`config.mk`:
```
export PLATFORM = sky130hd
export DESIGN_NAME = adc_calibration_sequencer
export DESIGN_NICKNAME = d
export VERILOG_FILES = /design/src/shared/cal_seq_pkg.sv /design/src/logic/adc_calibration_sequencer.sv
export SDC_FILE = /design/constraint.sdc
export NUM_CORES = 1
export LEC_CHECK = 0
export ABC_AREA = 1
export BUFFER_PORTS_ARGS = -buffer_cell sky130_fd_sc_hd__buf_2
export CORE_MARGIN = 1
export CORE_UTILIZATION = 45
export DETAILED_ROUTE_END_ITERATION = 7
export HOLD_SLACK_MARGIN = 0.02
export PLACE_DENSITY = 0.73
export SYNTH_ARGS = -nofsm -noshare
export SYNTH_HDL_FRONTEND = slang
export SYNTH_SLANG_ARGS = --single-unit
```
`constraint.sdc`:
```
create_clock -name ref_clk -period 2.2 [get_ports ref_clk]
set_input_delay 0.22 -clock ref_clk [delete_from_list [all_inputs] [get_ports ref_clk]]
set_output_delay 0.22 -clock ref_clk [all_outputs]
set_load 0.01 [all_outputs]
```
`src/shared/cal_seq_pkg.sv`:
```
// constants, register map and state encoding for the calibration sequencer
//
// Notes on behaviour
// - During foreground calibration every output sample is forced to midcode zero.
// - Six banks pair into three cores, two opposite-phase banks per core.
// - Dual channel: core A takes first input, B second; single: both take one.
// - Background mode periodically substitutes the third core for core A or B.
// - Foreground calibration runs at power-up; host waits before configuring.
// - Foreground calibration starts on pin or software trigger, per source select.
// - Background mode rotates cores: spare calibrated, swapped in, displaced core next.
// - Low-power background keeps offline cores powered down until due for calibration.
// - Low-power, automatic swap: sleep delay sets how long spare core sleeps.
// - Wake delay sets how long a woken core settles before calibration.
// - Manual swap select picks automatic swapping or swapping on host trigger.
// - Foreground offset enable adds one offset correction to each foreground run.
// - Background offset enable repeats offset correction inside the background routine.
// - Offset calibration writes offset trims; host must not write them meanwhile.
// - Trims reset to per-device factory values, readable and writable by host.
package cal_seq_pkg;
  localparam int CLK_PERIOD_NS = 100;
  localparam int DELAY_TICK_NS = 1600;
  localparam int DELAY_TICK_CYCLES = (DELAY_TICK_NS + CLK_PERIOD_NS - 1) / CLK_PERIOD_NS;

  localparam logic [7:0] ADDR_CTRL = 8'h00;
  localparam logic [7:0] ADDR_TRIGGER = 8'h04;
  localparam logic [7:0] ADDR_DELAY = 8'h08;
  localparam logic [7:0] ADDR_STATUS = 8'h0C;
  localparam logic [7:0] ADDR_TRIM_FIRST = 8'h10;
  localparam logic [7:0] ADDR_TRIM_SECOND = 8'h14;

  localparam int CTRL_CAL_EN = 0;
  localparam int CTRL_BG_EN = 1;
  localparam int CTRL_SRC_SEL = 2;
  localparam int CTRL_LOW_POWER_BG_ENABLE = 3;
  localparam int CTRL_MANUAL = 4;
  localparam int CTRL_FG_OS = 5;
  localparam int CTRL_BG_OS = 6;
  localparam int CTRL_SINGLE = 7;
  localparam int CTRL_IN_SEL = 8;
  localparam int CTRL_W = 9;
  localparam logic [8:0] CTRL_RESET = 9'h001;

  localparam logic [31:0] DELAY_RESET = 32'h0010_0040;

  localparam logic [1:0] RESP_OKAY = 2'h0;
  localparam logic [1:0] RESP_SLVERR = 2'h2;
  localparam logic [1:0] CORE_A = 2'h0;
  localparam logic [1:0] CORE_B = 2'h1;
  localparam logic [1:0] CORE_C = 2'h2;

  typedef enum logic [2:0] {
    ST_IDLE = 3'b000,
    ST_FG_CAL = 3'b001,
    ST_FG_OFFSET = 3'b010,
    ST_BG_SLEEP = 3'b011,
    ST_BG_WAKE = 3'b100,
    ST_BG_CAL = 3'b101,
    ST_BG_SWAP = 3'b110
  } cal_state_t;
endpackage : cal_seq_pkg

```
`src/logic/adc_calibration_sequencer.sv`:
```
// calibration sequencer: foreground, background and low-power core rotation, offset trims
`timescale 1ns/100ps
module adc_calibration_sequencer #(
  parameter int SAMPLE_W = 12,
  parameter int CAL_CYCLES = 64,
  parameter int OFFSET_CAL_CYCLES = 256,
  parameter logic [11:0] FACTORY_TRIM_FIRST = 12'h000,
  parameter logic [11:0] FACTORY_TRIM_SECOND = 12'h000
) (
  // clock and reset
  input wire logic ref_clk,
  input wire logic reset,
  // register bus
  input wire logic [7:0] s_axi_awaddr,
  input wire logic s_axi_awvalid,
  output logic s_axi_awready,
  input wire logic [31:0] s_axi_wdata,
  input wire logic [3:0] s_axi_wstrb,
  input wire logic s_axi_wvalid,
  output logic s_axi_wready,
  output logic [1:0] s_axi_bresp,
  output logic s_axi_bvalid,
  input wire logic s_axi_bready,
  input wire logic [7:0] s_axi_araddr,
  input wire logic s_axi_arvalid,
  output logic s_axi_arready,
  output logic [31:0] s_axi_rdata,
  output logic [1:0] s_axi_rresp,
  output logic s_axi_rvalid,
  input wire logic s_axi_rready,
  // trigger pin
  input wire logic cal_trigger_pin,
  // converter cores
  input wire logic [SAMPLE_W-1:0] sample_core_a,
  input wire logic [SAMPLE_W-1:0] sample_core_b,
  input wire logic [SAMPLE_W-1:0] sample_core_c,
  input wire logic [11:0] offset_estimate_first,
  input wire logic [11:0] offset_estimate_second,
  output logic [2:0] core_power_on,
  output logic [2:0] core_cal_active,
  output logic [2:0] core_input_sel,
  // sample and trim outputs
  output logic [SAMPLE_W-1:0] data_out_first,
  output logic [SAMPLE_W-1:0] data_out_second,
  output logic [11:0] input_offset_trim_first,
  output logic [11:0] input_offset_trim_second
);
  if (SAMPLE_W < 2 || CAL_CYCLES < 1 || CAL_CYCLES > 16384 || OFFSET_CAL_CYCLES < 1
      || OFFSET_CAL_CYCLES > 16384) begin : g_bad_param
    $error("adc_calibration_sequencer: parameter out of range");
  end

  localparam logic [15:0] CAL_LAST = 16'(CAL_CYCLES - 1);
  localparam logic [15:0] FOREGROUND_OFFSET_CAL_ENABLE_LAST = 16'(CAL_CYCLES + OFFSET_CAL_CYCLES - 1);
  localparam logic [15:0] OFF_LAST = 16'(OFFSET_CAL_CYCLES - 1);
  localparam logic [7:0] TICK_LAST = 8'(cal_seq_pkg::DELAY_TICK_CYCLES - 1);

  function automatic logic [31:0] merge_bytes(input logic [31:0] old, input logic [31:0] wd,
                                              input logic [3:0] strb);
    logic [31:0] res;
    res = old;
    for (int i = 0; i < 4; i++) begin
      if (strb[i]) begin
        res[i*8 +: 8] = wd[i*8 +: 8];
      end
    end
    return res;
  endfunction : merge_bytes

  function automatic logic addr_mapped(input logic [7:0] a);
    return a == cal_seq_pkg::ADDR_CTRL || a == cal_seq_pkg::ADDR_TRIGGER
      || a == cal_seq_pkg::ADDR_DELAY || a == cal_seq_pkg::ADDR_STATUS
      || a == cal_seq_pkg::ADDR_TRIM_FIRST || a == cal_seq_pkg::ADDR_TRIM_SECOND;
  endfunction : addr_mapped

  function automatic logic [SAMPLE_W-1:0] pick_core(input logic [1:0] c,
      input logic [SAMPLE_W-1:0] a, input logic [SAMPLE_W-1:0] b,
      input logic [SAMPLE_W-1:0] s);
    case (c)
      cal_seq_pkg::CORE_A: return a;
      cal_seq_pkg::CORE_B: return b;
      default: return s;
    endcase
  endfunction : pick_core

  logic [8:0] ctrl_reg;
  logic soft_trig_reg;
  logic [31:0] delay_reg;
  logic [11:0] trim_first_reg;
  logic [11:0] trim_second_reg;
  logic foreground_cal_complete_reg;
  logic bvalid_reg;
  logic [1:0] bresp_reg;
  logic rvalid_reg;
  logic [31:0] rdata_reg;
  logic [1:0] rresp_reg;
  logic pin_prev_reg;
  logic [7:0] tick_cnt_reg;
  logic [15:0] cnt_reg;
  logic [1:0] slot_a_reg;
  logic [1:0] slot_b_reg;
  logic [1:0] spare_reg;
  logic victim_b_reg;
  cal_seq_pkg::cal_state_t state_reg;
  cal_seq_pkg::cal_state_t state_next;

  ////////////////////////////////////////////////////////////////////////////////
  // register bus: write and read accepted together with address, answer next cycle
  logic wr_go;
  logic rd_go;
  logic [31:0] wr_ctrl;
  assign wr_go = s_axi_awvalid & s_axi_wvalid & ~bvalid_reg;
  assign rd_go = s_axi_arvalid & ~rvalid_reg;
  assign s_axi_awready = wr_go;
  assign s_axi_wready = wr_go;
  assign s_axi_arready = ~rvalid_reg;
  assign s_axi_bvalid = bvalid_reg;
  assign s_axi_bresp = bresp_reg;
  assign s_axi_rvalid = rvalid_reg;
  assign s_axi_rdata = rdata_reg;
  assign s_axi_rresp = rresp_reg;
  assign wr_ctrl = merge_bytes({23'h0, ctrl_reg}, s_axi_wdata, s_axi_wstrb);

  always_ff @(posedge ref_clk) begin
    if (reset) begin
      bvalid_reg <= 1'b0;
      bresp_reg <= cal_seq_pkg::RESP_OKAY;
    end else if (wr_go) begin
      bvalid_reg <= 1'b1;
      bresp_reg <= addr_mapped(s_axi_awaddr) ? cal_seq_pkg::RESP_OKAY : cal_seq_pkg::RESP_SLVERR;
    end else if (s_axi_bready) begin
      bvalid_reg <= 1'b0;
    end
  end

  always_ff @(posedge ref_clk) begin
    if (reset) begin
      rvalid_reg <= 1'b0;
      rdata_reg <= 32'h0000_0000;
      rresp_reg <= cal_seq_pkg::RESP_OKAY;
    end else if (rd_go) begin
      rvalid_reg <= 1'b1;
      rresp_reg <= addr_mapped(s_axi_araddr) ? cal_seq_pkg::RESP_OKAY : cal_seq_pkg::RESP_SLVERR;
      case (s_axi_araddr)
        cal_seq_pkg::ADDR_CTRL: rdata_reg <= {23'h0, ctrl_reg};
        cal_seq_pkg::ADDR_TRIGGER: rdata_reg <= {31'h0, soft_trig_reg};
        cal_seq_pkg::ADDR_DELAY: rdata_reg <= delay_reg;
        cal_seq_pkg::ADDR_STATUS: rdata_reg <= {21'h0, victim_b_reg, state_reg, spare_reg,
                                                slot_b_reg, slot_a_reg, foreground_cal_complete_reg};
        cal_seq_pkg::ADDR_TRIM_FIRST: rdata_reg <= {20'h0, trim_first_reg};
        cal_seq_pkg::ADDR_TRIM_SECOND: rdata_reg <= {20'h0, trim_second_reg};
        default: rdata_reg <= 32'h0000_0000;
      endcase
    end else if (s_axi_rready) begin
      rvalid_reg <= 1'b0;
    end
  end

  ////////////////////////////////////////////////////////////////////////////////
  // control registers and trigger events
  logic wr_ctrl_hit;
  logic wr_trig_hit;
  logic soft_rise;
  logic pin_rise;
  logic cal_en_rise;
  logic fg_start;
  logic swap_event;
  logic offset_cal_on;
  assign wr_ctrl_hit = wr_go && s_axi_awaddr == cal_seq_pkg::ADDR_CTRL;
  assign wr_trig_hit = wr_go && s_axi_awaddr == cal_seq_pkg::ADDR_TRIGGER && s_axi_wstrb[0];
  assign soft_rise = wr_trig_hit && s_axi_wdata[0] && !soft_trig_reg;
  assign pin_rise = cal_trigger_pin && !pin_prev_reg;
  assign cal_en_rise = wr_ctrl_hit && wr_ctrl[cal_seq_pkg::CTRL_CAL_EN]
                       && !ctrl_reg[cal_seq_pkg::CTRL_CAL_EN];
  // the enable-rise term is gated by the old enable, so raising the enable alone never starts a run
  assign fg_start = ctrl_reg[cal_seq_pkg::CTRL_CAL_EN] && (cal_en_rise
      || (ctrl_reg[cal_seq_pkg::CTRL_SRC_SEL] ? pin_rise : soft_rise));
  assign swap_event = pin_rise || soft_rise;
  assign offset_cal_on = ctrl_reg[cal_seq_pkg::CTRL_FG_OS] || ctrl_reg[cal_seq_pkg::CTRL_BG_OS];

  always_ff @(posedge ref_clk) begin
    if (reset) begin
      ctrl_reg <= cal_seq_pkg::CTRL_RESET;
      soft_trig_reg <= 1'b0;
      delay_reg <= cal_seq_pkg::DELAY_RESET;
      pin_prev_reg <= 1'b0;
    end else begin
      pin_prev_reg <= cal_trigger_pin;
      if (wr_ctrl_hit) begin
        ctrl_reg <= wr_ctrl[cal_seq_pkg::CTRL_W-1:0];
      end
      if (wr_trig_hit) begin
        soft_trig_reg <= s_axi_wdata[0];
      end
      if (wr_go && s_axi_awaddr == cal_seq_pkg::ADDR_DELAY) begin
        delay_reg <= merge_bytes(delay_reg, s_axi_wdata, s_axi_wstrb);
      end
    end
  end

  // host trim writes are dropped while the offset engine owns the trims
  always_ff @(posedge ref_clk) begin
    if (reset) begin
      trim_first_reg <= FACTORY_TRIM_FIRST;
      trim_second_reg <= FACTORY_TRIM_SECOND;
    end else if ((state_reg == cal_seq_pkg::ST_FG_OFFSET && cnt_reg == OFF_LAST)
        || (state_reg == cal_seq_pkg::ST_BG_CAL && cnt_reg == FOREGROUND_OFFSET_CAL_ENABLE_LAST
            && ctrl_reg[cal_seq_pkg::CTRL_BG_OS])) begin
      trim_first_reg <= offset_estimate_first;
      trim_second_reg <= offset_estimate_second;
    end else if (wr_go && !offset_cal_on) begin
      if (s_axi_awaddr == cal_seq_pkg::ADDR_TRIM_FIRST) begin
        trim_first_reg <= 12'(merge_bytes({20'h0, trim_first_reg}, s_axi_wdata, s_axi_wstrb));
      end
      if (s_axi_awaddr == cal_seq_pkg::ADDR_TRIM_SECOND) begin
        trim_second_reg <= 12'(merge_bytes({20'h0, trim_second_reg}, s_axi_wdata, s_axi_wstrb));
      end
    end
  end

  ////////////////////////////////////////////////////////////////////////////////
  // sequencer
  logic bg_en;
  logic low_power_bg_enable;
  logic tick;
  assign bg_en = ctrl_reg[cal_seq_pkg::CTRL_BG_EN];
  assign low_power_bg_enable = ctrl_reg[cal_seq_pkg::CTRL_LOW_POWER_BG_ENABLE];
  assign tick = tick_cnt_reg == TICK_LAST;

  always_ff @(posedge ref_clk) begin
    if (reset || tick) begin
      tick_cnt_reg <= 8'h00;
    end else begin
      tick_cnt_reg <= tick_cnt_reg + 8'h01;
    end
  end

  always_comb begin
    state_next = state_reg;
    case (state_reg)
      cal_seq_pkg::ST_IDLE: begin
        if (bg_en) begin
          state_next = low_power_bg_enable ? cal_seq_pkg::ST_BG_SLEEP : cal_seq_pkg::ST_BG_CAL;
        end else if (fg_start) begin
          state_next = cal_seq_pkg::ST_FG_CAL;
        end
      end
      cal_seq_pkg::ST_FG_CAL: begin
        if (cnt_reg == CAL_LAST) begin
          state_next = ctrl_reg[cal_seq_pkg::CTRL_FG_OS] ? cal_seq_pkg::ST_FG_OFFSET
                                                         : cal_seq_pkg::ST_IDLE;
        end
      end
      cal_seq_pkg::ST_FG_OFFSET: begin
        if (cnt_reg == OFF_LAST) begin
          state_next = cal_seq_pkg::ST_IDLE;
        end
      end
      cal_seq_pkg::ST_BG_SLEEP: begin
        if (!bg_en) begin
          state_next = cal_seq_pkg::ST_IDLE;
        end else if (ctrl_reg[cal_seq_pkg::CTRL_MANUAL] ? swap_event
                     : cnt_reg >= delay_reg[15:0]) begin
          state_next = cal_seq_pkg::ST_BG_WAKE;
        end
      end
      cal_seq_pkg::ST_BG_WAKE: begin
        if (!bg_en) begin
          state_next = cal_seq_pkg::ST_IDLE;
        end else if (cnt_reg >= delay_reg[31:16]) begin
          state_next = cal_seq_pkg::ST_BG_CAL;
        end
      end
      cal_seq_pkg::ST_BG_CAL: begin
        if (!bg_en) begin
          state_next = cal_seq_pkg::ST_IDLE;
        end else if (cnt_reg == (ctrl_reg[cal_seq_pkg::CTRL_BG_OS] ? FOREGROUND_OFFSET_CAL_ENABLE_LAST
                                                                   : CAL_LAST)) begin
          state_next = cal_seq_pkg::ST_BG_SWAP;
        end
      end
      cal_seq_pkg::ST_BG_SWAP: begin
        state_next = !bg_en ? cal_seq_pkg::ST_IDLE
                   : (low_power_bg_enable ? cal_seq_pkg::ST_BG_SLEEP : cal_seq_pkg::ST_BG_CAL);
      end
      default: state_next = cal_seq_pkg::ST_IDLE;
    endcase
  end

  // delays count slow ticks, calibration steps count clock cycles
  always_ff @(posedge ref_clk) begin
    if (reset) begin
      state_reg <= cal_seq_pkg::ST_FG_CAL;
      cnt_reg <= 16'h0000;
    end else begin
      state_reg <= state_next;
      if (state_next != state_reg) begin
        cnt_reg <= 16'h0000;
      end else if (tick || state_reg == cal_seq_pkg::ST_FG_CAL
                   || state_reg == cal_seq_pkg::ST_FG_OFFSET
                   || state_reg == cal_seq_pkg::ST_BG_CAL) begin
        cnt_reg <= cnt_reg + 16'h0001;
      end
    end
  end

  always_ff @(posedge ref_clk) begin
    if (reset || (state_reg == cal_seq_pkg::ST_IDLE && state_next == cal_seq_pkg::ST_FG_CAL)) begin
      foreground_cal_complete_reg <= 1'b0;
    end else if (state_reg != state_next && state_next == cal_seq_pkg::ST_IDLE
                 && (state_reg == cal_seq_pkg::ST_FG_CAL
                     || state_reg == cal_seq_pkg::ST_FG_OFFSET)) begin
      foreground_cal_complete_reg <= 1'b1;
    end
  end

  // the displaced core becomes the spare; slots A and B are replaced alternately
  always_ff @(posedge ref_clk) begin
    if (reset) begin
      slot_a_reg <= cal_seq_pkg::CORE_A;
      slot_b_reg <= cal_seq_pkg::CORE_B;
      spare_reg <= cal_seq_pkg::CORE_C;
      victim_b_reg <= 1'b0;
    end else if (state_reg == cal_seq_pkg::ST_BG_SWAP) begin
      victim_b_reg <= !victim_b_reg;
      spare_reg <= victim_b_reg ? slot_b_reg : slot_a_reg;
      if (victim_b_reg) begin
        slot_b_reg <= spare_reg;
      end else begin
        slot_a_reg <= spare_reg;
      end
    end
  end

  ////////////////////////////////////////////////////////////////////////////////
  // core control and sample path
  logic fg_busy;
  logic spare_awake;
  assign fg_busy = state_reg == cal_seq_pkg::ST_FG_CAL || state_reg == cal_seq_pkg::ST_FG_OFFSET;
  // without low-power the spare stays up for the whole background run
  assign spare_awake = bg_en && (!low_power_bg_enable || state_reg == cal_seq_pkg::ST_BG_WAKE
      || state_reg == cal_seq_pkg::ST_BG_CAL || state_reg == cal_seq_pkg::ST_BG_SWAP);

  always_comb begin
    for (int c = 0; c < 3; c++) begin
      core_power_on[c] = 2'(c) != spare_reg || spare_awake;
      core_cal_active[c] = fg_busy
          || (state_reg == cal_seq_pkg::ST_BG_CAL && 2'(c) == spare_reg);
      if (ctrl_reg[cal_seq_pkg::CTRL_SINGLE]) begin
        core_input_sel[c] = ctrl_reg[cal_seq_pkg::CTRL_IN_SEL];
      end else if (2'(c) == slot_a_reg) begin
        core_input_sel[c] = 1'b0;
      end else if (2'(c) == slot_b_reg) begin
        core_input_sel[c] = 1'b1;
      end else begin
        core_input_sel[c] = victim_b_reg;
      end
    end
  end

  // each core output already merges its two opposite-phase banks
  always_ff @(posedge ref_clk) begin
    if (reset || fg_busy) begin
      data_out_first <= '0;
      data_out_second <= '0;
    end else begin
      data_out_first <= pick_core(slot_a_reg, sample_core_a, sample_core_b, sample_core_c);
      data_out_second <= pick_core(slot_b_reg, sample_core_a, sample_core_b, sample_core_c);
    end
  end

  assign input_offset_trim_first = trim_first_reg;
  assign input_offset_trim_second = trim_second_reg;

  ////////////////////////////////////////////////////////////////////////////////
  // checks
  // run length is counted here, as a delay range cannot reach the longest run
  localparam logic [15:0] FG_RUN_MAX = 16'(CAL_CYCLES + OFFSET_CAL_CYCLES - 1);
  logic [15:0] fg_run_cnt_reg;
  always_ff @(posedge ref_clk) begin
    if (reset || !fg_busy) begin
      fg_run_cnt_reg <= 16'h0000;
    end else begin
      fg_run_cnt_reg <= fg_run_cnt_reg + 16'h0001;
    end
  end

  a_fg_run_bounded: assert property (@(posedge ref_clk) disable iff (reset)
    fg_busy |-> fg_run_cnt_reg <= FG_RUN_MAX)
    else $error("foreground calibration ran too long");

  a_midcode_output: assert property (@(posedge ref_clk) disable iff (reset)
    fg_busy |=> data_out_first == '0 && data_out_second == '0)
    else $error("output not midcode during foreground calibration");

  a_powerup_run: assert property (@(posedge ref_clk)
    reset ##1 !reset |-> state_reg == cal_seq_pkg::ST_FG_CAL && !foreground_cal_complete_reg)
    else $error("no foreground calibration after reset");

  a_trigger_start: assert property (@(posedge ref_clk) disable iff (reset)
    state_reg == cal_seq_pkg::ST_IDLE && !bg_en && fg_start
    |=> state_reg == cal_seq_pkg::ST_FG_CAL && !foreground_cal_complete_reg)
    else $error("trigger did not run a foreground calibration");

  a_done_clear: assert property (@(posedge ref_clk) disable iff (reset)
    $rose(fg_busy) |-> !foreground_cal_complete_reg)
    else $error("done flag set while calibration runs");

  a_swap_rotates: assert property (@(posedge ref_clk) disable iff (reset)
    state_reg == cal_seq_pkg::ST_BG_SWAP
    |=> spare_reg == $past(victim_b_reg ? slot_b_reg : slot_a_reg) && spare_reg != $past(spare_reg))
    else $error("core rotation did not swap the spare");

  a_spare_asleep: assert property (@(posedge ref_clk) disable iff (reset)
    state_reg == cal_seq_pkg::ST_BG_SLEEP && low_power_bg_enable |-> !core_power_on[spare_reg])
    else $error("sleeping spare core powered");

  a_sleep_holds: assert property (@(posedge ref_clk) disable iff (reset)
    state_reg == cal_seq_pkg::ST_BG_SLEEP && bg_en && !ctrl_reg[cal_seq_pkg::CTRL_MANUAL]
    && cnt_reg < delay_reg[15:0] |=> state_reg == cal_seq_pkg::ST_BG_SLEEP)
    else $error("spare core woke before sleep delay");

  a_wake_then_cal: assert property (@(posedge ref_clk) disable iff (reset)
    $rose(state_reg == cal_seq_pkg::ST_BG_CAL) && low_power_bg_enable
    |-> $past(state_reg) == cal_seq_pkg::ST_BG_WAKE && $past(cnt_reg) >= delay_reg[31:16])
    else $error("calibration began before wake delay");

  a_manual_swap: assert property (@(posedge ref_clk) disable iff (reset)
    state_reg == cal_seq_pkg::ST_BG_SLEEP && bg_en && ctrl_reg[cal_seq_pkg::CTRL_MANUAL]
    && !swap_event |=> state_reg == cal_seq_pkg::ST_BG_SLEEP)
    else $error("manual swap left sleep without a trigger");

  a_trim_locked: assert property (@(posedge ref_clk) disable iff (reset)
    offset_cal_on && state_reg == cal_seq_pkg::ST_IDLE && $stable(ctrl_reg)
    |=> $stable(trim_first_reg) && $stable(trim_second_reg))
    else $error("trim changed by host while offset calibration enabled");

  a_single_input: assert property (@(posedge ref_clk) disable iff (reset)
    ctrl_reg[cal_seq_pkg::CTRL_SINGLE]
    |-> core_input_sel[slot_a_reg] == core_input_sel[slot_b_reg])
    else $error("single channel cores on different inputs");
endmodule : adc_calibration_sequencer

```
# After elaboration in Yosys (flattened, before gate mapping)
# Cells that the tools add are included.
[word_totals] reg_bits=164 output_inout_bits=98 wordCells=202
[classes] addsub=2 magnitude_cmp=2 n_eq_ne=34 muxes=45 bitwise=6 reduce_logical=85
[ops] op="32-bit one-hot mux with 6 select lines" n=1
[ops] op="12-bit 2-to-1 mux" n=6
[ops] op="12-bit one-hot mux with 2 select lines" n=2
[ops] op="8-bit by 4-bit == test with 1-bit output (second input constant)" n=5
[ops] op="3-bit 2-to-1 mux" n=12
[ops] op="8-bit by 5-bit == test with 1-bit output (second input constant)" n=4
[ops] op="16-bit >= comparator" n=2
[ops] op="1-bit logical OR" n=30
[ops] op="1-bit logical AND" n=21
[ops] op="3-bit one-hot mux with 7 select lines" n=1
[ops] op="16-bit by 1-bit adder with 16-bit output (second input constant)" n=1
[ops] op="16-bit by 6-bit == test with 1-bit output (second input constant)" n=1
[ops] op="16-bit by 8-bit == test with 1-bit output (second input constant)" n=1
[ops] op="16-bit by 9-bit == test with 1-bit output" n=1
[ops] op="16-bit by 9-bit == test with 1-bit output (second input constant)" n=1
[ops] op="8-bit by 3-bit == test with 1-bit output (second input constant)" n=2
[ops] op="8-bit logical NOT" n=2
[ops] op="1-bit 2-to-1 mux" n=16
[ops] op="2-bit AND reduction" n=8
[ops] op="2-bit nonzero test" n=8
[ops] op="3-bit AND reduction" n=4
[ops] op="3-bit == test (second input constant)" n=3
[ops] op="9-bit 2-to-1 mux" n=1
[ops] op="8-bit by 1-bit adder with 8-bit output (second input constant)" n=1
[ops] op="other kinds (17)" n=40

# Logic depth before layout (Yosys ltp)
# Gate-level depths: netlist (run 1).
[logic_depth] ltp_word=15 depth_mapped=20 ltp_nobuf=19

# Worst setup path before layout (run 1)
# No wires, ideal clock.
[synth_path] kind="reg-to-reg" start="register cnt_reg[11]" end="register cnt_reg[13]" setup_ns=0.117 arrival_time_ns=1.839 required_time_ns=2.083 slack_ns=0.244 stages_incl_launch_ff=15 cell_sequence="dfxtp_1 > ha_1 > a21oi_1 > o21ai_0 > a21oi_1 > nand2_1 > nand2_1 > nand2_1 > nand3_1 > nand2_1 > nand3_1 > nand2_1 > nand4_4 > buf_6 > nor2_2"
[synth_via] elab_chain_cells=7 elab_cells_between_ends=18
[synth_rtl] item="start: declaration" line_no="adc_calibration_sequencer.sv:99" text="logic [15:0] cnt_reg;"
[synth_rtl] item="start signal: assignment" line_no="adc_calibration_sequencer.sv:302" text="cnt_reg <= cnt_reg + 16'h0001;"
[synth_rtl] item="16-bit >= comparator" line_no="adc_calibration_sequencer.sv:263" text=": cnt_reg >= delay_reg[15:0]) begin"
[synth_rtl] item="1-bit 2-to-1 mux" line_no="adc_calibration_sequencer.sv:262" text="end else if (ctrl_reg[cal_seq_pkg::CTRL_MANUAL] ? swap_event"
[synth_rtl] item="3-bit 2-to-1 mux" line_no="adc_calibration_sequencer.sv:262"
[synth_rtl] item="3-bit 2-to-1 mux" line_no="adc_calibration_sequencer.sv:260" text="if (!bg_en) begin"
[synth_rtl] item="3-bit one-hot mux with 7 select lines" line_no="adc_calibration_sequencer.sv:240" text="case (state_reg)"
[synth_rtl] item="3-bit inequality test" line_no="adc_calibration_sequencer.sv:297" text="if (state_next != state_reg) begin"
[synth_rtl] item="2-bit OR reduction (no source line)"
# Several ways; a longest one is shown, not always the timed one.
# A chain may end at the register's enable or synchronous reset.

# Final worst setup path (run 1)
[layout_path] start="register delay_reg[9]" end="register cnt_reg[9]"
[layout_via] elab_chain_cells=7
[layout_rtl] item="start: declaration" line_no="adc_calibration_sequencer.sv:88" text="logic [31:0] delay_reg;"
[layout_rtl] item="start signal: assignment" line_no="adc_calibration_sequencer.sv:185" text="delay_reg <= cal_seq_pkg::DELAY_RESET;"
[layout_rtl] item="start signal: assignment" line_no="adc_calibration_sequencer.sv:196" text="delay_reg <= merge_bytes(delay_reg, s_axi_wdata, s_axi_wstrb);"
[layout_rtl] item="16-bit >= comparator" line_no="adc_calibration_sequencer.sv:263"
[layout_rtl] item="1-bit 2-to-1 mux" line_no="adc_calibration_sequencer.sv:262"
[layout_rtl] item="3-bit 2-to-1 mux" line_no="adc_calibration_sequencer.sv:262"
[layout_rtl] item="3-bit 2-to-1 mux" line_no="adc_calibration_sequencer.sv:260"
[layout_rtl] item="3-bit one-hot mux with 7 select lines" line_no="adc_calibration_sequencer.sv:240"
[layout_rtl] item="3-bit inequality test" line_no="adc_calibration_sequencer.sv:297"
[layout_rtl] item="2-bit OR reduction (no source line)"
# No other way between the ends.

==> results by group, run 1 <==
Synthesis
  – EDFF count, synth: 0
  – Ys flop type: dfxtp_1
  – Synth Cell Area: 0.00801 mm2
  – Ys Warns: 0
  – FFs w/ async S/R, synth: 0
  – Mapped Cells: 1,103
  – Sequential share of the synthesized area: 0.405
  – Seq cells post-synth: 162
  – Post-synth cell types: 49
  – Syn Area/Cell: 7.26 um2

GRT
  – Vias in the first global route: 7,627
  – Pin count of the biggest net entering global routing: 55
  – GR Util All Layers: 0.257
  – Congestion Overflow GR: 0
  – First-pass GRT wire length: 37.2 mm
  – Initial antenna violation count: 0

Clocking
  – CTS buffer count: 17
  – CTS Buffer Depth: 2
  – CTS root buffer: clkbuf_16
  – CTS Sinks: 162
  – CTS H-tree depth: 4
  – Worst-Skew Late Latency: 0.44 ns
  – CTS tree: done
  – Reg clk slew, reported paths: 0.07 ns

Critical path
  – CP max-delay cell: dfxtp_1
  – Worst-path maximum fanout: 8
  – CP max stage delay: 0.31 ns
  – CP Class: flop to flop
  – Worst Path Arrival: 2.51 ns
  – Required time worst endpoint: 2.52 ns
  – Crit path cell chain: inv_1 > ha_1 > a21oi_1 > o21ai_0 > a21oi_2 > nand2_2 > nand2_2 > nand4_1 > nand3_2 > nand2_1 > nand2_1 > inv_2 > nand4_4 > clkbuf_16 > nor2_2
  – Startpoint Class: flop
  – Endpoint type of the worst setup path: flop
  – Worst R2R Setup Slack: 0.01 ns

Timing
  – Fin. Hold Viols: 0
  – Max Fclk: 457 MHz
  – Slew Viols, Final: 0
  – Final min period: 2.19 ns
  – Crit share post-route: 0.994
  – Setup repair after global routing missed its margin: yes
  – Rel. slew slack: 0.616
  – Post-route setup slack: 0.0138 ns
  – Setup-failing EPs final: 0
  – Least-Margin Pin Slew: 0.575 ns
  – Clock skew: 0.0102 ns

Outcome
  – Outcome: complete, no violations

Die
  – DIE WIDTH: 135 um
  – DIE HEIGHT: 135 um
  – Number of I/O pins: 218
  – Core Area: 0.0174 mm2
  – Std-Cell Rows: 48
  – Initial Utilization: 0.462
  – Die area: 0.0183 mm2

Drt
  – Initial DRC Count: 619
  – Antenna Violating Nets Remaining: 0
  – First drt pass iteration count: 7
  – Routed wire length: 24.5 mm
  – Vias: 8,447
  – Vias per cell: 5.32
  – DRC viols: 0
  – Wire length per cell: 15.4 um

Min path
  – Hold Path Class: input pin to flop

Cells and area
  – Finished Cell Area: 0.0108 mm2
  – Fill cells: 1,518
  – Fraction of layout cells with a size suffix above 1: 0.321
  – Most common cell after layout, fill and taps aside: nand2_1
  – Inserted Diodes: 0
  – Final-stage net count: 1,503
  – Synthesis-to-layout area growth: 34.6%
  – Most frequent cells in the layout: 243 x nand2_1, 215 x buf_2, 140 x dfxtp_1, 98 x o21ai_0, 89 x a21oi_1

Placed design
  – Post-placement setup slack: 0.0338 ns
  – Post-detail-place hpwl: 17.7 mm
  – Placer Congestion: 0.931
  – Placed Instance Area: 0.00956 mm2
  – Buffers added on ports: 215

Power
  – Total Power: 6.84 mW
  – Static Leak: 4.76 nW
  – Worst vdd ir: 0.629 mV
  – PD cells: 634 mW/mm2

Job
  – Number of max-cap violations: 0
[per-stage QoR]
stage / util / TNS [ns] / hold slack (ns) / instances
floorplan: - / 0 / 0.340 / 1104
global placement: 0.551 / 0 / 0.430 / 1547
detailed placement: 0.551 / 0 / 0.441 / 1547
CTS: 0.590 / 0 / 0.0406 / 1580
global route: 0.621 / -2.15 / 0.0524 / 1587
finish: 0.621 / 0 / 0.0428 / 1587
[cells in the mapped netlist (3+ instances only)]
library cell	count	area share
nand2_1	255	0.12
dfxtp_1	162	0.40
o21ai_0	100	0.062
inv_1	99	0.046
a21oi_1	95	0.059
nor2_1	71	0.033
nand3_1	54	0.034
a31oi_1	51	0.040
clkbuf_1	40	0.019
ha_1	34	0.053
nor3_1	19	0.012
nand4_1	13	0.010
nor2_2	13	0.010
xor2_1	13	0.014
o22ai_1	10	0.0078
a211oi_1	7	0.0066
inv_2	7	0.0033
o31ai_1	5	0.0047
a32o_1	4	0.0050
buf_4	4	0.0037
xnor2_1	4	0.0044
buf_6	3	0.0042
o211ai_1	3	0.0028
o21ai_1	3	0.0019
[what timing repair did]
| item | in CTS | in global routing |
|---|---|---|
| endpoints found under the setup margin | 0 | 36 |
| hold endpoints to repair | 1 | 0 |
| hold buffers | 1 | 0 |
| gates resized for setup | 0 | 115 |
| setup buffers | 0 | 7 |
[power by group]
group / internal (mW) / switching (mW)
clock network: 2.07 / 1.30
logic: 0.201 / 0.271
registers: 2.97 / 0.0293
total: 5.24 / 1.60
[critical path, delay by kind of cell, from the launching register on]
kind                     cells  cell delay (ns)
flip-flops                   1             0.31
AO/OA/AOI/OAI                3             0.47
buffers and inverters        3             0.27
adder cells (fa/ha/maj)      1             0.30
AND/OR/NAND/NOR              8             0.72
[layout make-up]
class                           count  area [um2]  area share
Timing Repair Buffer              276        1580       0.146
Clock inverter                     14         225      0.0209
Clock buffer                       18         439      0.0407
Multi-Input combinational cell    784        4560       0.423
Sequential cell                   162        3280       0.304
Tap cell                          225         282      0.0261
Inverter                          108         415      0.0385
[cell families (layout without fill, tap and decap cells)]
logic type,Yosys count,count (layout),synth area share
adders and majority gates,34,34,0.0531
other,1,2,0.000468
muxes,1,1,0.00125
DFF,162,162,0.405
xor gates and xnor gates,17,17,0.0186
buffers and inverters,158,416,0.0789
AOI/OAI and AO/OA,288,288,0.202
and+or+nand+nor,442,442,0.241
[worst paths after layout]
kind,startpoint,end,cells after the start
max,delay_reg[9]$_SDFFE_PP0P_,cnt_reg[9]$_SDFFE_PP0P_,15
min,offset_estimate_first[9],input_offset_trim_first[9]$_SDFFE_PP0P_,3
max reg2reg,delay_reg[9]$_SDFFE_PP0P_,cnt_reg[9]$_SDFFE_PP0P_,15
min reg2reg,tick_cnt_reg[0]$_SDFF_PP0_,tick_cnt_reg[0]$_SDFF_PP0_,1
[per-layer routing]
metal,vias up,GRT usage,part of all wire
met4,0,0.0836,0.024
met5,-,0,0
met2,334,0.431,0.48
met1,3848,0.327,0.42
li1,4218,-,-
met3,47,0.0524,0.071
Note: power is estimated with default switching activity, not from simulation.
==> run 2, diff against run 1 <==
--- a/config.mk
+++ b/config.mk
@@ -12,6 +12,7 @@
 export DETAILED_ROUTE_END_ITERATION = 7
 export HOLD_SLACK_MARGIN = 0.02
 export PLACE_DENSITY = 0.73
+export SETUP_SLACK_MARGIN = 0.4
 export SYNTH_ARGS = -nofsm -noshare
 export SYNTH_HDL_FRONTEND = slang
 export SYNTH_SLANG_ARGS = --single-unit
==> run 2 against run 1 <==
The flow now finishes with violations (negative setup slack). Clock skew up 0.0014 ns. First-iteration DRC count down 5.7%. Power down 6.2%. Sequential cell count unchanged. Final cell count up 1.4%. Fmax down 4.2%. Hold slack worse by 0.0031 ns. Critical endpoint is now cnt_reg[6]$_SDFFE_PP0P_. Largest cell class unchanged.
==> results by group, run 2 (synthesis gave the netlist of run 1 again) <==
GRT
  – GR Util All Layers: 0.273 (+0.0160)
  – Initial antenna violation count: 0 (unchanged)
  – Pin count of the biggest net entering global routing: 47 (-15%)
  – Congestion Overflow GR: 0 (unchanged)
  – Vias in the first global route: 8,143 (+6.8%)
  – First-pass GRT wire length: 39.7 mm (+6.8%)

Job
  – Number of max-cap violations: 0 (unchanged)

Die
  – Core Area: 0.0174 mm2 (unchanged)
  – DIE WIDTH: 135 um (unchanged)
  – Number of I/O pins: 218 (unchanged)
  – Std-Cell Rows: 48 (unchanged)
  – DIE HEIGHT: 135 um (unchanged)
  – Initial Utilization: 0.462 (unchanged)
  – Die area: 0.0183 mm2 (unchanged)

Outcome
  – Violated checks: negative setup slack
  – Outcome: finished with violations

Clocking
  – CTS H-tree depth: 4 (unchanged)
  – CTS buffer count: 17 (unchanged)
  – CTS root buffer: clkbuf_16
  – Worst-Skew Late Latency: 0.43 ns (about the same)
  – Reg clk slew, reported paths: 0.07 ns (about the same)
  – CTS tree: done
  – CTS Sinks: 162 (unchanged)
  – CTS Buffer Depth: 2 (unchanged)

Cells and area
  – Finished Cell Area: 0.0112 mm2 (+3.8%)
  – Fraction of layout cells with a size suffix above 1: 0.351 (+0.0303)
  – Most frequent cells in the layout: 234 x nand2_1, 215 x buf_2, 135 x dfxtp_1, 86 x inv_1, 86 x a21oi_1
  – Post-Route Utilization: 0.645 (+0.0238)
  – Inserted Diodes: 0 (unchanged)
  – Final-stage net count: 1,525 (+1.5%)
  – Most common cell after layout, fill and taps aside: nand2_1
  – Synthesis-to-layout area growth: 39.8%

Power
  – Switching power: 1.55 mW (-3.0%)
  – PD cells: 573 mW/mm2 (-9.6%)
  – Static Leak: 4.89 nW (+2.7%)
  – Int Power: 4.86 mW (-7.2%)
  – Worst vdd ir: 0.546 mV (-13%)
  – Clk network pwr share: 0.457 (-0.035)
  – Sw Ratio: 0.242 (+0.00803)
  – Combinational group share of total power: 0.075 (+0.006)
  – Register share of total power: 0.468 (+0.029)
  – Total Power: 6.42 mW (-6.2%)

Min path
  – Hold Path Class: input pin to flop

Timing
  – Post-route setup slack: -0.0819 ns (-0.0956 ns)
  – Final min period: 2.28 ns (+0.0956 ns)
  – Slew Viols, Final: 0 (unchanged)
  – Fin. Hold Viols: 0 (unchanged)
  – Setup TNS: -1.03 ns (-1.03 ns)
  – Crit share post-route: 1.04 (+0.0435)
  – Clock skew: 0.0116 ns (+0.00141 ns)
  – Max Fclk: 438 MHz (-4.2%)
  – Setup repair after global routing missed its margin: yes
  – Setup-failing EPs final: 17 (+17)

Critical path
  – Worst-path maximum fanout: 8 (unchanged)
  – CP max-delay cell: dfxtp_4
  – Worst Path Arrival: 2.64 ns (+0.13 ns)
  – Critical path buffers and inverters: 2 (-1)
  – Startpoint Class: flop
  – Required time worst endpoint: 2.56 ns (+0.04 ns)
  – Top delay family on crit path: simple AND/OR/NAND/NOR gates
  – Crit path cell chain: ha_4 > nand2_4 > nor2_4 > nand3_2 > nor2_4 > nand2_1 > nand2_1 > o211ai_1 > nor2_1 > nand3_1 > nand2_1 > nand2_1 > inv_2 > nand4_4 > clkbuf_16 > nor2_4
  – CP max stage delay: 0.40 ns (+0.09 ns)
  – Most used cell, CP: nand2_1
  – Endpoint type of the worst setup path: flop
  – CP Class: flop to flop

Placed design
  – Post-detail-place hpwl: 17.8 mm (+0.68%)
  – Placer Congestion: 0.903 (-3.0%)
  – Buffers added on ports: 215 (unchanged)
  – Placed Instance Area: 0.00959 mm2 (+0.34%)

Drt
  – DRC viols: 0 (unchanged)
  – Wire length per cell: 16.2 um (+5.2%)
  – Antenna Violating Nets Remaining: 0 (unchanged)
  – First drt pass iteration count: 5 (-2)
  – Vias: 8,826 (+4.5%)
  – Vias per cell: 5.49 (+3.1%)
  – Initial DRC Count: 584 (-5.7%)
  – Routed wire length: 26.1 mm (+6.6%)
[run 2: cell types whose count changed in the layout (fill, tap and decap cells not counted), sizes merged]
| cell | delta |
|---|---|
| clkinv | -1 |
| clkbuf | +6 |
| bufinv | -4 |
| buf | +21 |
[run 2: tightest hold or removal path, cell delays in order]
cell and delay (ns):
buf_2 0.09, nand2_1 0.05, a31oi_1 0.06
[run 2: area by class of cell]
| type | count | area, um2 |
|---|---|---|
| Fill cell | 1422 | 6160 |
| Multi-Input combinational cell | 784 | 4760 |
| Sequential cell | 162 | 3300 |
| Timing Repair Buffer | 298 | 1850 |
| Clock buffer | 23 | 488 |
| Inverter | 108 | 423 |
| Tap cell | 225 | 282 |
| Clock inverter | 9 | 95.1 |
[run 2: per-layer routing]
metal / wire, um / track usage / vias to the layer above
met5: 0 / 0 / -
met4: 664 / 0.0980 / 0
met3: 2040 / 0.0464 / 69
met2: 12800 / 0.468 / 388
met1: 10600 / 0.342 / 4105
li1: - / - / 4264
[run 2: metrics by stage]
stage | hold slack [ns] | setup slack [ns] | std cells
after CTS | 0.0409 | 0.0478 | 1595
final | 0.0397 | -0.0819 | 1609
after detailed placement | 0.447 | -0.00259 | 1541
after global placement | 0.438 | 0.0396 | 1541
after floorplan | 0.340 | 0.313 | 1104
after global routing | 0.0574 | -0.178 | 1609
[run 2: path summary, 6_finish.rpt]
check	from	endpoint	slack, ns	depth (start not counted)
worst max-delay path	cnt_reg[1]$_SDFFE_PP0P_	cnt_reg[6]$_SDFFE_PP0P_	-0.08	16
worst min-delay path	offset_estimate_first[3]	input_offset_trim_first[3]$_SDFFE_PP0P_	0.04	3
worst max register to register	cnt_reg[1]$_SDFFE_PP0P_	cnt_reg[6]$_SDFFE_PP0P_	-0.08	16
worst min register to register	tick_cnt_reg[0]$_SDFF_PP0_	tick_cnt_reg[0]$_SDFF_PP0_	0.45	1
[run 2: timing repair]
action	in CTS	in global routing
endpoints found under the hold margin	1	0
pin swaps	6	39
gates cloned	3	2
buffers inserted	18	12
endpoints found under the setup margin	76	87
gates resized for setup	90	105
hold buffers	1	0
[run 2: power groups by stage]
stage,Sequential [mW],Clock [mW],Combinational [mW]
final,3.00,2.94,0.481
after detailed placement,3.07,0,0.424
after floorplan,3.08,0,0.190
after global routing,3.00,3.08,0.528
after global placement,3.07,0,0.418
after CTS,3.00,2.95,0.451
==> run 3, diff against run 2 <==
--- a/config.mk
+++ b/config.mk
@@ -6,7 +6,7 @@
 export NUM_CORES = 1
 export LEC_CHECK = 0
 export ABC_AREA = 1
-export BUFFER_PORTS_ARGS = -buffer_cell sky130_fd_sc_hd__buf_2
+export BUFFER_PORTS_ARGS = -buffer_cell sky130_fd_sc_hd__buf_4
 export CORE_MARGIN = 1
 export CORE_UTILIZATION = 45
 export DETAILED_ROUTE_END_ITERATION = 7
==> run 3 against run 2 <==
Sequential power hardly changed. Fmax is 1.1% higher. The run still ends with negative setup slack left. Largest power group unchanged. Largest cell class unchanged. Worst setup slack better by 0.026 ns. Hold slack better by 0.017 ns. First-iteration DRC count is 8.6% higher.
==> results by group, run 3 (synthesis gave the netlist of run 1 again) <==
GRT
  – Congestion Overflow GR: 0 (unchanged)
  – Vias in the first global route: 8,142 (-0.012%)
  – First-pass GRT wire length: 39.8 mm (about the same)
  – Initial antenna violation count: 0 (unchanged)
  – GR Util All Layers: 0.275 (+0.00179)
  – Pin count of the biggest net entering global routing: 54 (+15%)

Timing
  – Slew Viols, Final: 0 (unchanged)
  – Clock skew: 0.0131 ns (+0.00156 ns)
  – Final min period: 2.26 ns (-0.0256 ns)
  – Fin. Hold Viols: 0 (unchanged)
  – Max Fclk: 443 MHz (+1.1%)
  – Post-route setup slack: -0.0563 ns (+0.0256 ns)
  – Setup-failing EPs final: 10 (-7)
  – Crit share post-route: 1.03 (-0.0116)
  – Setup repair after global routing missed its margin: yes
  – Setup TNS: -0.194 ns (+0.839 ns)

Placed design
  – Placer Congestion: 0.910 (+0.84%)
  – Post-detail-place hpwl: 18.2 mm (+2.2%)
  – Placed Instance Area: 0.0101 mm2 (+5.6%)
  – Post-placement setup slack: 0.0164 ns (+0.0190 ns)
  – Buffers added on ports: 215 (unchanged)

Drt
  – Initial DRC Count: 634 (+8.6%)
  – DRC viols: 0 (unchanged)
  – Vias: 8,663 (-1.8%)
  – Routed wire length: 25.6 mm (-2.2%)
  – First drt pass iteration count: 5 (unchanged)
  – Wire length per cell: 16.0 um (-1.4%)
  – Vias per cell: 5.42 (-1.1%)
  – Antenna Violating Nets Remaining: 0 (unchanged)

Clocking
  – CTS H-tree depth: 4 (unchanged)
  – CTS tree: done
  – CTS buffer count: 17 (unchanged)
  – Worst-Skew Late Latency: 0.43 ns (about the same)
  – Reg clk slew, reported paths: 0.06 ns (about the same)
  – CTS Buffer Depth: 2 (unchanged)
  – CTS root buffer: clkbuf_16
  – CTS Sinks: 162 (unchanged)

Critical path
  – Crit path cell chain: ha_4 > nand2_1 > nand2_1 > nand2_1 > nand2_1 > nor2_2 > nand2_2 > nand2_2 > nand2_2 > nand2_2 > nand2_2 > nand4_1 > nand3_1 > nand2_2 > nand4_4 > clkbuf_16 > nor2_4
  – Worst Path Arrival: 2.61 ns (-0.03 ns)
  – Top delay family on crit path: simple AND/OR/NAND/NOR gates
  – Most used cell, CP: nand2_2
  – Worst-path maximum fanout: 8 (unchanged)
  – CP max stage delay: 0.38 ns (-0.02 ns)
  – CP max-delay cell: dfxtp_4
  – Endpoint type of the worst setup path: flop
  – Required time worst endpoint: 2.56 ns (about the same)
  – CP Class: flop to flop
  – Critical path buffers and inverters: 1 (-1)
  – Startpoint Class: flop

Cells and area
  – Post-Route Utilization: 0.670 (+0.0252)
  – Inserted Diodes: 0 (unchanged)
  – Fill cells: 1,411 (-0.77%)
  – Most common cell after layout, fill and taps aside: buf_4
  – Most frequent cells in the layout: 273 x buf_4, 228 x nand2_1, 130 x dfxtp_1, 88 x a21oi_1, 87 x o21ai_0
  – Register area: 0.00330 mm2 (+0.19%)
  – Fraction of layout cells with a size suffix above 1: 0.356 (+0.00453)
  – Synthesis-to-layout area growth: 45.2%
  – Final-stage net count: 1,513 (-0.79%)
  – Finished Cell Area: 0.0116 mm2 (+3.9%)
  – Multi-input logic area: 0.00479 mm2 (+0.50%)

Job
  – Number of max-cap violations: 0 (unchanged)

Die
  – DIE WIDTH: 135 um (unchanged)
  – DIE HEIGHT: 135 um (unchanged)
  – Core Area: 0.0174 mm2 (unchanged)
  – Die area: 0.0183 mm2 (unchanged)
  – Number of I/O pins: 218 (unchanged)
  – Initial Utilization: 0.462 (unchanged)
  – Std-Cell Rows: 48 (unchanged)

Min path
  – Hold Path Class: input pin to flop

Outcome
  – Violated checks: negative setup slack
  – Outcome: finished with violations

Power
  – Static Leak: 4.93 nW (+0.83%)
  – PD cells: 555 mW/mm2 (-3.2%)
  – Total Power: 6.45 mW (+0.58%)
  – Worst vdd ir: 0.544 mV (-0.25%)
==> run 3: power breakdown <==
part	switching [mW]	leakage, nW	total, mW	internal, mW
registers	0.0332	1.33	3.00	2.97
logic	0.281	3.33	0.561	0.279
clock network	1.24	0.273	2.89	1.66
==> run 3: timing repair <==
action / in CTS / in global routing
resized for setup: 89 / 105
setup endpoints to repair: 80 / 73
hold endpoints to repair: 1 / 0
hold buffers: 1 / 0
gates cloned: 2 / 0
buffers inserted: 16 / 7
pin swaps: 26 / 29
==> run 3: worst paths after layout <==
| check | startpoint | cells after the start | to | slack (ns) |
|---|---|---|---|---|
| setup / recovery | cnt_reg[5]$_SDFFE_PP0P_ | 17 | cnt_reg[6]$_SDFFE_PP0P_ | -0.06 |
| hold / removal | offset_estimate_first[9] | 3 | input_offset_trim_first[9]$_SDFFE_PP0P_ | 0.06 |
| setup reg to reg | cnt_reg[5]$_SDFFE_PP0P_ | 17 | cnt_reg[6]$_SDFFE_PP0P_ | -0.06 |
| hold reg to reg | tick_cnt_reg[0]$_SDFF_PP0_ | 1 | tick_cnt_reg[0]$_SDFF_PP0_ | 0.45 |
==> run 3: per-layer routing <==
metal	wire length, um	GRT usage	part of all wire
met5	0	0	0
met4	760	0.110	0.030
met3	1830	0.0572	0.071
met2	12400	0.452	0.49
met1	10500	0.349	0.41
==> run 3: area by class of cell <==
type / count / area share
flip-flops and latches: 162 / 0.284
well taps: 225 / 0.0242
repair buffers: 286 / 0.193
clock inverters: 10 / 0.00871
multi-input cells: 784 / 0.412
inverters: 108 / 0.0383
clock buffers: 22 / 0.0408
==> run 3: worst reg2reg max path, cell delays in order, from the launching register on <==
cell and delay (ns):
dfxtp_4 0.38, ha_4 0.25, nand2_1 0.08, nand2_1 0.06, nand2_1 0.06, nand2_1 0.05
nor2_2 0.12, nand2_2 0.09, nand2_2 0.08, nand2_2 0.09, nand2_2 0.08, nand2_2 0.06
nand4_1 0.09, nand3_1 0.10, nand2_2 0.09, nand4_4 0.16, clkbuf_16 0.23, nor2_4 0.11
==> run 3: through the flow <==
| step | hold WS (ns) | instances |
|---|---|---|
| 2_1_floorplan | 0.340 | 1104 |
| 3_3_place_gp | 0.436 | 1539 |
| 3_5_place_dp | 0.449 | 1539 |
| 4_1_cts | 0.0434 | 1590 |
| 5_1_grt | 0.0506 | 1597 |
| 6_report | 0.0562 | 1597 |
